$ cat config.mk
export PLATFORM = sky130hd
export DESIGN_NAME = secure_world_switch_control
export DESIGN_NICKNAME = d
export VERILOG_FILES = /design/src/design/world_pkg.sv /design/src/design/ctx_bank.sv /design/src/design/secure_world_switch_control.sv
export SDC_FILE = /design/constraint.sdc
export NUM_CORES = 1
export LEC_CHECK = 0
export BUFFER_PORTS_ARGS = -buffer_cell sky130_fd_sc_hd__buf_2
export CAP_MARGIN = 25
export CORE_MARGIN = 1
export CORE_UTILIZATION = 60
export DETAILED_ROUTE_END_ITERATION = 16
export PLACE_DENSITY = 0.88
export SLEW_MARGIN = 20
export SYNTH_ARGS = -nofsm -noshare
export SYNTH_HDL_FRONTEND = slang
export SYNTH_SLANG_ARGS = --single-unit
$ cat constraint.sdc
create_clock -name clock -period 6.99 [get_ports clock]
set_clock_uncertainty 0.05 [all_clocks]
set_input_delay 0 -clock clock [delete_from_list [all_inputs] [get_ports clock]]
set_output_delay 0 -clock clock [all_outputs]
set_load 0.02 [all_outputs]
$ cat src/design/world_pkg.sv
package world_pkg;

  // Processor mode encodings
  typedef logic [4:0] mode_t;
  localparam mode_t MODE_USR = 5'h10;
  localparam mode_t MODE_FIQ = 5'h11;
  localparam mode_t MODE_IRQ = 5'h12;
  localparam mode_t MODE_SUP = 5'h13;
  localparam mode_t MODE_MON = 5'h16;
  localparam mode_t MODE_ABT = 5'h17;
  localparam mode_t MODE_UND = 5'h1B;
  localparam mode_t MODE_SYS = 5'h1F;

  // Security configuration register layout
  localparam int CFG_W        = 3;
  localparam int CFG_WSEL_BIT = 0;
  localparam int CFG_IRQ_BIT  = 1;
  localparam int CFG_FIQ_BIT  = 2;
  localparam logic [CFG_W-1:0] CFG_RESET = 3'h0;

  // Status word layout: mode field in the low bits
  localparam int MODE_LSB = 0;
  localparam int MODE_W   = 5;
  localparam logic [31:0] STATUS_RESET = 32'h000001D3;

  // Banked context defaults
  localparam int CTX_DEPTH    = 8;
  localparam int CTX_WIDTH    = 32;
  localparam int IMM_W        = 16;
  localparam logic [31:0] ADDR_RESET = 32'h00000000;

  // Retired operation kinds from the decoder
  typedef enum logic [2:0] {
    OP_NONE   = 3'h0,
    OP_MCALL  = 3'h1,
    OP_SCALL  = 3'h2,
    OP_FMOVE  = 3'h3,
    OP_FSUB   = 3'h4,
    OP_XRET   = 3'h5,
    OP_STWR   = 3'h6,
    OP_CFG_WR = 3'h7
  } op_e;

  typedef struct packed {
    logic              valid;
    op_e               op;
    logic              cond_pass;
    logic [IMM_W-1:0]  imm;
    logic [31:0]       ret_addr;
    logic [31:0]       data;
  } retire_s;

  typedef struct packed {
    logic        take;
    logic        to_monitor;
    logic        undef;
    logic        flush;
    mode_t       mode;
  } event_s;

endpackage

$ cat src/design/ctx_bank.sv
`timescale 1ns/10ps
module ctx_bank
  import world_pkg::*;
#(
  parameter int WIDTH = CTX_WIDTH,
  parameter int DEPTH = CTX_DEPTH,
  parameter int AW    = $clog2(DEPTH)
) (
  // Clock and reset
  input  wire logic             clock,
  input  wire logic             reset_n,
  input  wire logic             clock_en,
  // Access
  input  wire logic             world,
  input  wire logic             wr_en,
  input  wire logic [AW-1:0]    idx,
  input  wire logic [WIDTH-1:0] wdata,
  output logic      [WIDTH-1:0] rdata
);

  logic [WIDTH-1:0] mem_r [2*DEPTH];
  logic [AW:0]      addr;

  assign addr = {world, idx};

  always_ff @(posedge clock) begin
    if (clock_en && wr_en) begin
      mem_r[addr] <= wdata;
    end
  end

  always_ff @(posedge clock or negedge reset_n) begin
    if (!reset_n) begin
      rdata <= '0;
    end else if (clock_en) begin
      rdata <= mem_r[addr];
    end
  end

endmodule

$ cat src/design/secure_world_switch_control.sv
// Operation
// - world taken from world-select bit, except monitor mode
// - non-monitor modes run in either world
// - monitor mode privileged and always secure
// - banked coprocessor context follows active world
// - monitor call enters monitor mode
// - monitor call only from privileged modes
// - monitor call obeys its condition
// - monitor call immediate captured as service select
// - flag-setting move of link returns, from monitor mode only
// - prefetch after return never keeps secure rights
// - status write may keep stale secure prefetch
// - any secure privileged mode writes world bit
// - reset into secure supervisor, bit clear
// - routed interrupts enter monitor mode
// - bus protection bit shows access security
`timescale 1ns/10ps
module secure_world_switch_control
  import world_pkg::*;
#(
  parameter int CTX_D = CTX_DEPTH,
  parameter int CTX_A = $clog2(CTX_DEPTH)
) (
  // Clock and reset
  input  wire logic                 clock,
  input  wire logic                 reset_n,
  input  wire logic                 clock_en,
  // Retired instruction
  input  wire retire_s              retire,
  input  wire logic [31:0]          cur_status,
  // Interrupt requests
  input  wire logic                 irq_req,
  input  wire logic                 fiq_req,
  // Barrier completion
  input  wire logic                 barrier_done,
  // Banked coprocessor context
  input  wire logic                 ctx_wr,
  input  wire logic [CTX_A-1:0]     ctx_idx,
  input  wire logic [CTX_WIDTH-1:0] ctx_wdata,
  output logic      [CTX_WIDTH-1:0] ctx_rdata,
  // Security state
  output mode_t                     mode,
  output logic                      world_nonsecure,
  output logic                      fetch_nonsecure,
  output logic                      bus_prot_ns,
  output logic [CFG_W-1:0]          cfg_value,
  // Monitor banked registers
  output logic [31:0]               monitor_link_register,
  output logic [31:0]               monitor_saved_status,
  output logic [IMM_W-1:0]          service_select,
  // Events
  output event_s                    evt
);

  ////////////////////////////////////////////////////////////////////////
  // Decode helpers

  function automatic logic is_priv(input mode_t m);
    return m != MODE_USR;
  endfunction

  function automatic logic is_secure(input mode_t m, input logic ns);
    return (m == MODE_MON) || !ns;
  endfunction

  function automatic logic is_return(input op_e o);
    return (o == OP_FMOVE) || (o == OP_FSUB) || (o == OP_XRET);
  endfunction

  ////////////////////////////////////////////////////////////////////////
  // State

  typedef enum logic [1:0] {
    ST_RUN   = 2'b01,
    ST_STALE = 2'b10
  } fetch_e;

  mode_t            mode_r;
  mode_t            mode_nxt;
  logic [CFG_W-1:0] cfg_r;
  logic [CFG_W-1:0] cfg_nxt;
  logic [31:0]      lr_r;
  logic [31:0]      spsr_r;
  logic [IMM_W-1:0] sel_r;
  logic             fetch_ns_r;
  fetch_e           fst_r;
  fetch_e           fst_nxt;
  event_s           evt_r;
  event_s           evt_nxt;
  logic             act;
  logic             priv;
  logic             secure_now;
  logic             mcall_go;
  logic             ret_go;
  logic             irq_go;
  logic             fiq_go;
  mode_t            ret_mode;

  assign act        = retire.valid && retire.cond_pass;
  assign priv       = is_priv(mode_r);
  assign ret_mode   = mode_t'(spsr_r[MODE_LSB +: MODE_W]);
  assign secure_now = is_secure(mode_r, cfg_r[CFG_WSEL_BIT]);
  assign mcall_go   = act && retire.op == OP_MCALL && priv;
  assign ret_go     = act && is_return(retire.op) && mode_r == MODE_MON;
  assign fiq_go     = fiq_req;
  assign irq_go     = irq_req && !fiq_req;

  ////////////////////////////////////////////////////////////////////////
  // Next mode and event

  always_comb begin
    mode_nxt          = mode_r;
    evt_nxt           = '0;
    evt_nxt.mode      = mode_r;
    cfg_nxt           = cfg_r;
    if (fiq_go || irq_go) begin
      evt_nxt.take = 1'b1;
      if ((fiq_go && cfg_r[CFG_FIQ_BIT]) || (irq_go && cfg_r[CFG_IRQ_BIT])) begin
        mode_nxt           = MODE_MON;
        evt_nxt.to_monitor = 1'b1;
      end else begin
        mode_nxt = fiq_go ? MODE_FIQ : MODE_IRQ;
      end
    end else if (act) begin
      unique case (retire.op)
        OP_MCALL: begin
          if (mcall_go) begin
            mode_nxt           = MODE_MON;
            evt_nxt.take       = 1'b1;
            evt_nxt.to_monitor = 1'b1;
          end else begin
            mode_nxt      = MODE_UND;
            evt_nxt.take  = 1'b1;
            evt_nxt.undef = 1'b1;
          end
        end
        OP_SCALL: begin
          mode_nxt     = MODE_SUP;
          evt_nxt.take = 1'b1;
        end
        OP_FMOVE, OP_FSUB, OP_XRET: begin
          if (ret_go) begin
            mode_nxt      = ret_mode;
            evt_nxt.flush = 1'b1;
          end
        end
        OP_CFG_WR: begin
          if (priv && secure_now) begin
            cfg_nxt = retire.data[CFG_W-1:0];
          end else begin
            mode_nxt      = MODE_UND;
            evt_nxt.take  = 1'b1;
            evt_nxt.undef = 1'b1;
          end
        end
        OP_STWR: begin
          if (priv) begin
            mode_nxt = mode_t'(retire.data[MODE_LSB +: MODE_W]);
          end
        end
        OP_NONE: begin
          mode_nxt = mode_r;
        end
      endcase
    end
    evt_nxt.mode = mode_nxt;
  end

  ////////////////////////////////////////////////////////////////////////
  // Mode register

  always_ff @(posedge clock or negedge reset_n) begin
    if (!reset_n) begin
      mode_r <= MODE_SUP;
    end else if (clock_en) begin
      mode_r <= mode_nxt;
    end
  end

  ////////////////////////////////////////////////////////////////////////
  // Security configuration register

  always_ff @(posedge clock or negedge reset_n) begin
    if (!reset_n) begin
      cfg_r <= CFG_RESET;
    end else if (clock_en) begin
      cfg_r <= cfg_nxt;
    end
  end

  ////////////////////////////////////////////////////////////////////////
  // Monitor link and saved status

  always_ff @(posedge clock or negedge reset_n) begin
    if (!reset_n) begin
      lr_r   <= ADDR_RESET;
      spsr_r <= STATUS_RESET;
    end else if (clock_en && evt_nxt.to_monitor) begin
      lr_r   <= retire.ret_addr;
      spsr_r <= cur_status;
    end
  end

  always_ff @(posedge clock or negedge reset_n) begin
    if (!reset_n) begin
      sel_r <= '0;
    end else if (clock_en && mcall_go && !(fiq_go || irq_go)) begin
      sel_r <= retire.imm;
    end
  end

  ////////////////////////////////////////////////////////////////////////
  // Fetch permission tracking

  always_comb begin
    fst_nxt = fst_r;
    unique case (fst_r)
      ST_RUN: begin
        if (act && retire.op == OP_STWR && priv) begin
          fst_nxt = ST_STALE;
        end else if (cfg_nxt != cfg_r && !evt_nxt.flush) begin
          fst_nxt = ST_STALE;
        end
      end
      ST_STALE: begin
        if (barrier_done || evt_nxt.flush || evt_nxt.take) begin
          fst_nxt = ST_RUN;
        end
      end
      default: fst_nxt = ST_RUN;
    endcase
  end

  always_ff @(posedge clock or negedge reset_n) begin
    if (!reset_n) begin
      fst_r      <= ST_RUN;
      fetch_ns_r <= 1'b0;
    end else if (clock_en) begin
      fst_r <= fst_nxt;
      if (fst_nxt == ST_RUN) begin
        fetch_ns_r <= !is_secure(mode_nxt, cfg_nxt[CFG_WSEL_BIT]);
      end
    end
  end

  ////////////////////////////////////////////////////////////////////////
  // Event register

  always_ff @(posedge clock or negedge reset_n) begin
    if (!reset_n) begin
      evt_r      <= '0;
      evt_r.mode <= MODE_SUP;
    end else if (clock_en) begin
      evt_r <= evt_nxt;
    end
  end

  ////////////////////////////////////////////////////////////////////////
  // Banked context

  ctx_bank #(
    .WIDTH (CTX_WIDTH),
    .DEPTH (CTX_D),
    .AW    (CTX_A)
  ) u_bank (
    .clock   (clock),
    .reset_n (reset_n),
    .clock_en(clock_en),
    .world   (!secure_now),
    .wr_en   (ctx_wr),
    .idx     (ctx_idx),
    .wdata   (ctx_wdata),
    .rdata   (ctx_rdata)
  );

  ////////////////////////////////////////////////////////////////////////
  // Outputs

  assign mode                  = mode_r;
  assign world_nonsecure       = !secure_now;
  assign fetch_nonsecure       = fetch_ns_r;
  assign bus_prot_ns           = !secure_now;
  assign cfg_value             = cfg_r;
  assign monitor_link_register = lr_r;
  assign monitor_saved_status  = spsr_r;
  assign service_select        = sel_r;
  assign evt                   = evt_r;

endmodule

==> results.tsv <==
stage	metric	value	unit
detailed_routing	vias	13800	
placed_design	dp_hpwl	36500	µm
clocking	numCtsBuffers	59	
grt	grt_pass1_vias	14300	
logic_synthesis	synth_compound_area_share	1.31	%
logic_synthesis	synth-async-reset-ratio	19.9	%
run	drv_cap	0	
grt	grt_max_degree	108	
worst_setup_path	critPathKind	reg -> reg	
grt	grt-ovfl-total	0	
timing	tightest_slew	1.08	ns
logic_synthesis	synth.area.mux_share	19.9	%
timing	timing.final.crit_share	57.6	%
logic_synthesis	synth_xor_area_share	0.175	%
detailed_routing	first_pass_iters	5	
floorplan	rows	74	
detailed_routing	viasPerCell	6.41	
logic_synthesis	syn_avg_cell_area	21.6	µm²
clocking	clkSinkCount	639	
timing	rsz0062_at_grt	false	
power	max-vdd-ir-drop	0.000269	V
finish	drive_above_1_share	40.8	%
grt	grt_pass1_wl	96000	µm
detailed_routing	drc	0	
timing	final_hold_viol_count	0	
timing	fin_hold_ws	0.0707	ns
logic_synthesis	yosys.area.top_type_share	61.5	%
placed_design	dpl_cell_area	26900	µm²
clocking	cts_max_level	2	
status	run_status	completed	
logic_synthesis	yosysSeqAreaShare	74.3	%
min_path	hp-class	in -> reg	
power	leakagePower	11.2	nW
timing	slew_violations	0	
clocking	clock_path_buffers	3	
floorplan	start_util	61.1	%
floorplan	die_h	206	µm
timing	clock.fmax	0.249	GHz
clocking	cts_root_buffer	clkbuf_16	
detailed_routing	wire_per_inst	31.2	µm
logic_synthesis	ys_types	55	
detailed_routing	postRouteAntennaNets	0	
logic_synthesis	synthAdderAreaFrac	0.100	%
timing	slew_headroom	28.0	%
finish	stdcell_area	30200	µm²
floorplan	die_w	206	µm
detailed_routing	drt-total-wl	67400	µm
timing	finalSetupTns	0	ns
logic_synthesis	synth-edff-count	512	
clocking	post_cts.repair.setup_buffers	0	
logic_synthesis	ys_top_cells_by_area	edfxtp_1, mux4_2, dfrtp_1	
logic_synthesis	synth_commonest_cells	edfxtp_1, mux4_2, dfrtp_1, nand2_1, mux2_4	
worst_setup_path	cp.required	7.23	ns
finish	areaGrowthSynthToFinish	20.8	%
clocking	clk_latency	0.63	ns
logic_synthesis	yosys_register_bits	639	
logic_synthesis	yosysMostFrequentCell	edfxtp_1	
floorplan	dieArea	42500	µm²
floorplan	core_region_area	40900	µm²
logic_synthesis	synth_top_family_by_area	multiplexers	
timing	min_period	4.02	ns
placed_design	port_buffers	263	
logic_synthesis	synth_nets	1319	
worst_setup_path	cp-start-kind	flip-flop	
clocking	cts.reportedPaths.clkPinSlew	0.06	ns
placed_design	routabilityCongestion	0.948	
grt	antenna_found_initial	3	
timing	finalSetupViolCount	0	
clocking	cts-resized-gates	0	
power	power-per-cell-area	295	nW/µm²
worst_setup_path	arrival	4.26	ns
clocking	cts_tree	built	
logic_synthesis	yosysWarnings	0	
timing	setup_ws	2.97	ns
placed_design	post-place-ws	3.00	ns
logic_synthesis	yosys.area.top_type	edfxtp_1	
worst_setup_path	worstPathMaxFanout	38	
grt	track_usage	32.6	%
logic_synthesis	synth-main-ff-cell	edfxtp_1	
logic_synthesis	syn_area	25000	µm²
logic_synthesis	netlist_instances	1158	
detailed_routing	drt_iter0_drc	1664	
logic_synthesis	synthSimpleGateAreaFrac	2.41	%
finish	fin_nets	1735	
floorplan	io_pins	291	
worst_setup_path	worstSetupEndpointType	flip-flop	
power	power.total	8.92	mW
==> final timing paths <==
check / start / endpoint / slack (ns) / cells past startpoint
worst max-delay path: evt[0]$_DFFE_PN1P_ / u_bank.mem_r[15][28]$_DFFE_PP_ / 2.97 / 7
worst min-delay path: retire[3] / evt[3]$_DFFE_PN0P_ / 0.07 / 5
worst max register to register: evt[0]$_DFFE_PN1P_ / u_bank.mem_r[15][28]$_DFFE_PP_ / 2.97 / 7
worst min register to register: service_select[4]$_DFFE_PN0P_ / service_select[4]$_DFFE_PN0P_ / 0.43 / 2
max in group asynchronous: reset_n / service_select[6]$_DFFE_PN0P_ / 5.58 / 4
min in group asynchronous: reset_n / monitor_saved_status[7]$_DFFE_PN1P_ / 0.48 / 3
==> placed cells by master (no fill, tap or decap), types with 3 or more instances in the layout <==
master	instances
a21oi_1	9
a31oi_1	5
buf_2	260
buf_4	30
bufinv_16	3
clkbuf_1	20
clkbuf_16	63
clkbuf_8	10
clkinv_2	9
dfrtp_1	117
dfstp_2	10
dlygate4sd3_1	126
edfxtp_1	512
inv_1	7
mux2_1	15
mux2_2	39
mux2_4	49
mux4_2	160
nand2_1	64
nand2b_1	3
nand3_1	4
nand3b_1	3
nand4_1	3
nor2_1	15
nor2_4	8
nor3_1	5
nor3_2	8
o21ai_0	6
o2bb2ai_1	3
o311ai_0	4
xnor2_1	5
==> cell families after synthesis <==
logic type      Yosys count
xor+xnor                  5
flops                   639
fa+ha+maj                 2
mux                     265
compound gates           46
buf+inv                  73
simple gates            128
==> repair_timing <==
item / in CTS / in global routing
endpoints found under the setup margin: 0 / 0
hold endpoints to repair: 675 / 0
hold buffers: 127 / 0
==> worst max-delay path: stages (launching register included) <==
cell and delay (ns):
dfstp_2 0.63, and4bb_1 0.22, nand2_1 0.16, nand2_4 0.52, inv_1 0.60, nand2_1 0.37, nor2_4 0.69, buf_4 0.43
==> metal layers <==
layer  track usage (%)  part of all wire, %  vias up
li1                  -                    -     5542
met1              39.2                   34     7100
met2              54.9                   50      963
met3              7.22                  9.3      222
met4              18.0                  6.0        2
met5                 0                0.018        -
==> report_power, final <==
| group | switching, mW | leakage, nW | internal, mW | total, mW |
|---|---|---|---|---|
| clock | 1.39 | 0.964 | 1.86 | 3.25 |
| combinational | 0.653 | 4.03 | 0.525 | 1.18 |
| sequential | 0.147 | 6.20 | 4.34 | 4.48 |
| total | 2.19 | 11.2 | 6.72 | 8.92 |
==> registers in the layout, summed over array words and instances, names as in the netlist <==
register               cells
monitor_link_register     32
cfg_value                  3
u_bank.rdata              32
monitor_saved_status      32
fst_r                      2
service_select            16
evt                        9
fetch_nonsecure            1
u_bank.mem_r             512
==> stage by stage <==
stage / cells / util [%]
floorplan: 1158 / -
global placement: 1918 / 65.8
detailed placement: 1918 / 65.8
CTS: 2156 / 73.7
global route: 2158 / 73.7
finish: 2158 / 73.7
==> final cells by class <==
class / instances / area (µm²)
well taps: 532 / 666
flip-flops and latches: 639 / 18600
clock buffers: 92 / 1780
repair buffers: 420 / 2860
diodes: 2 / 5.00
multi-input cells: 446 / 6080
fillers: 2154 / 10700
clock inverters: 19 / 193
inverters: 8 / 32.5
(Power assumes the default switching activity.)
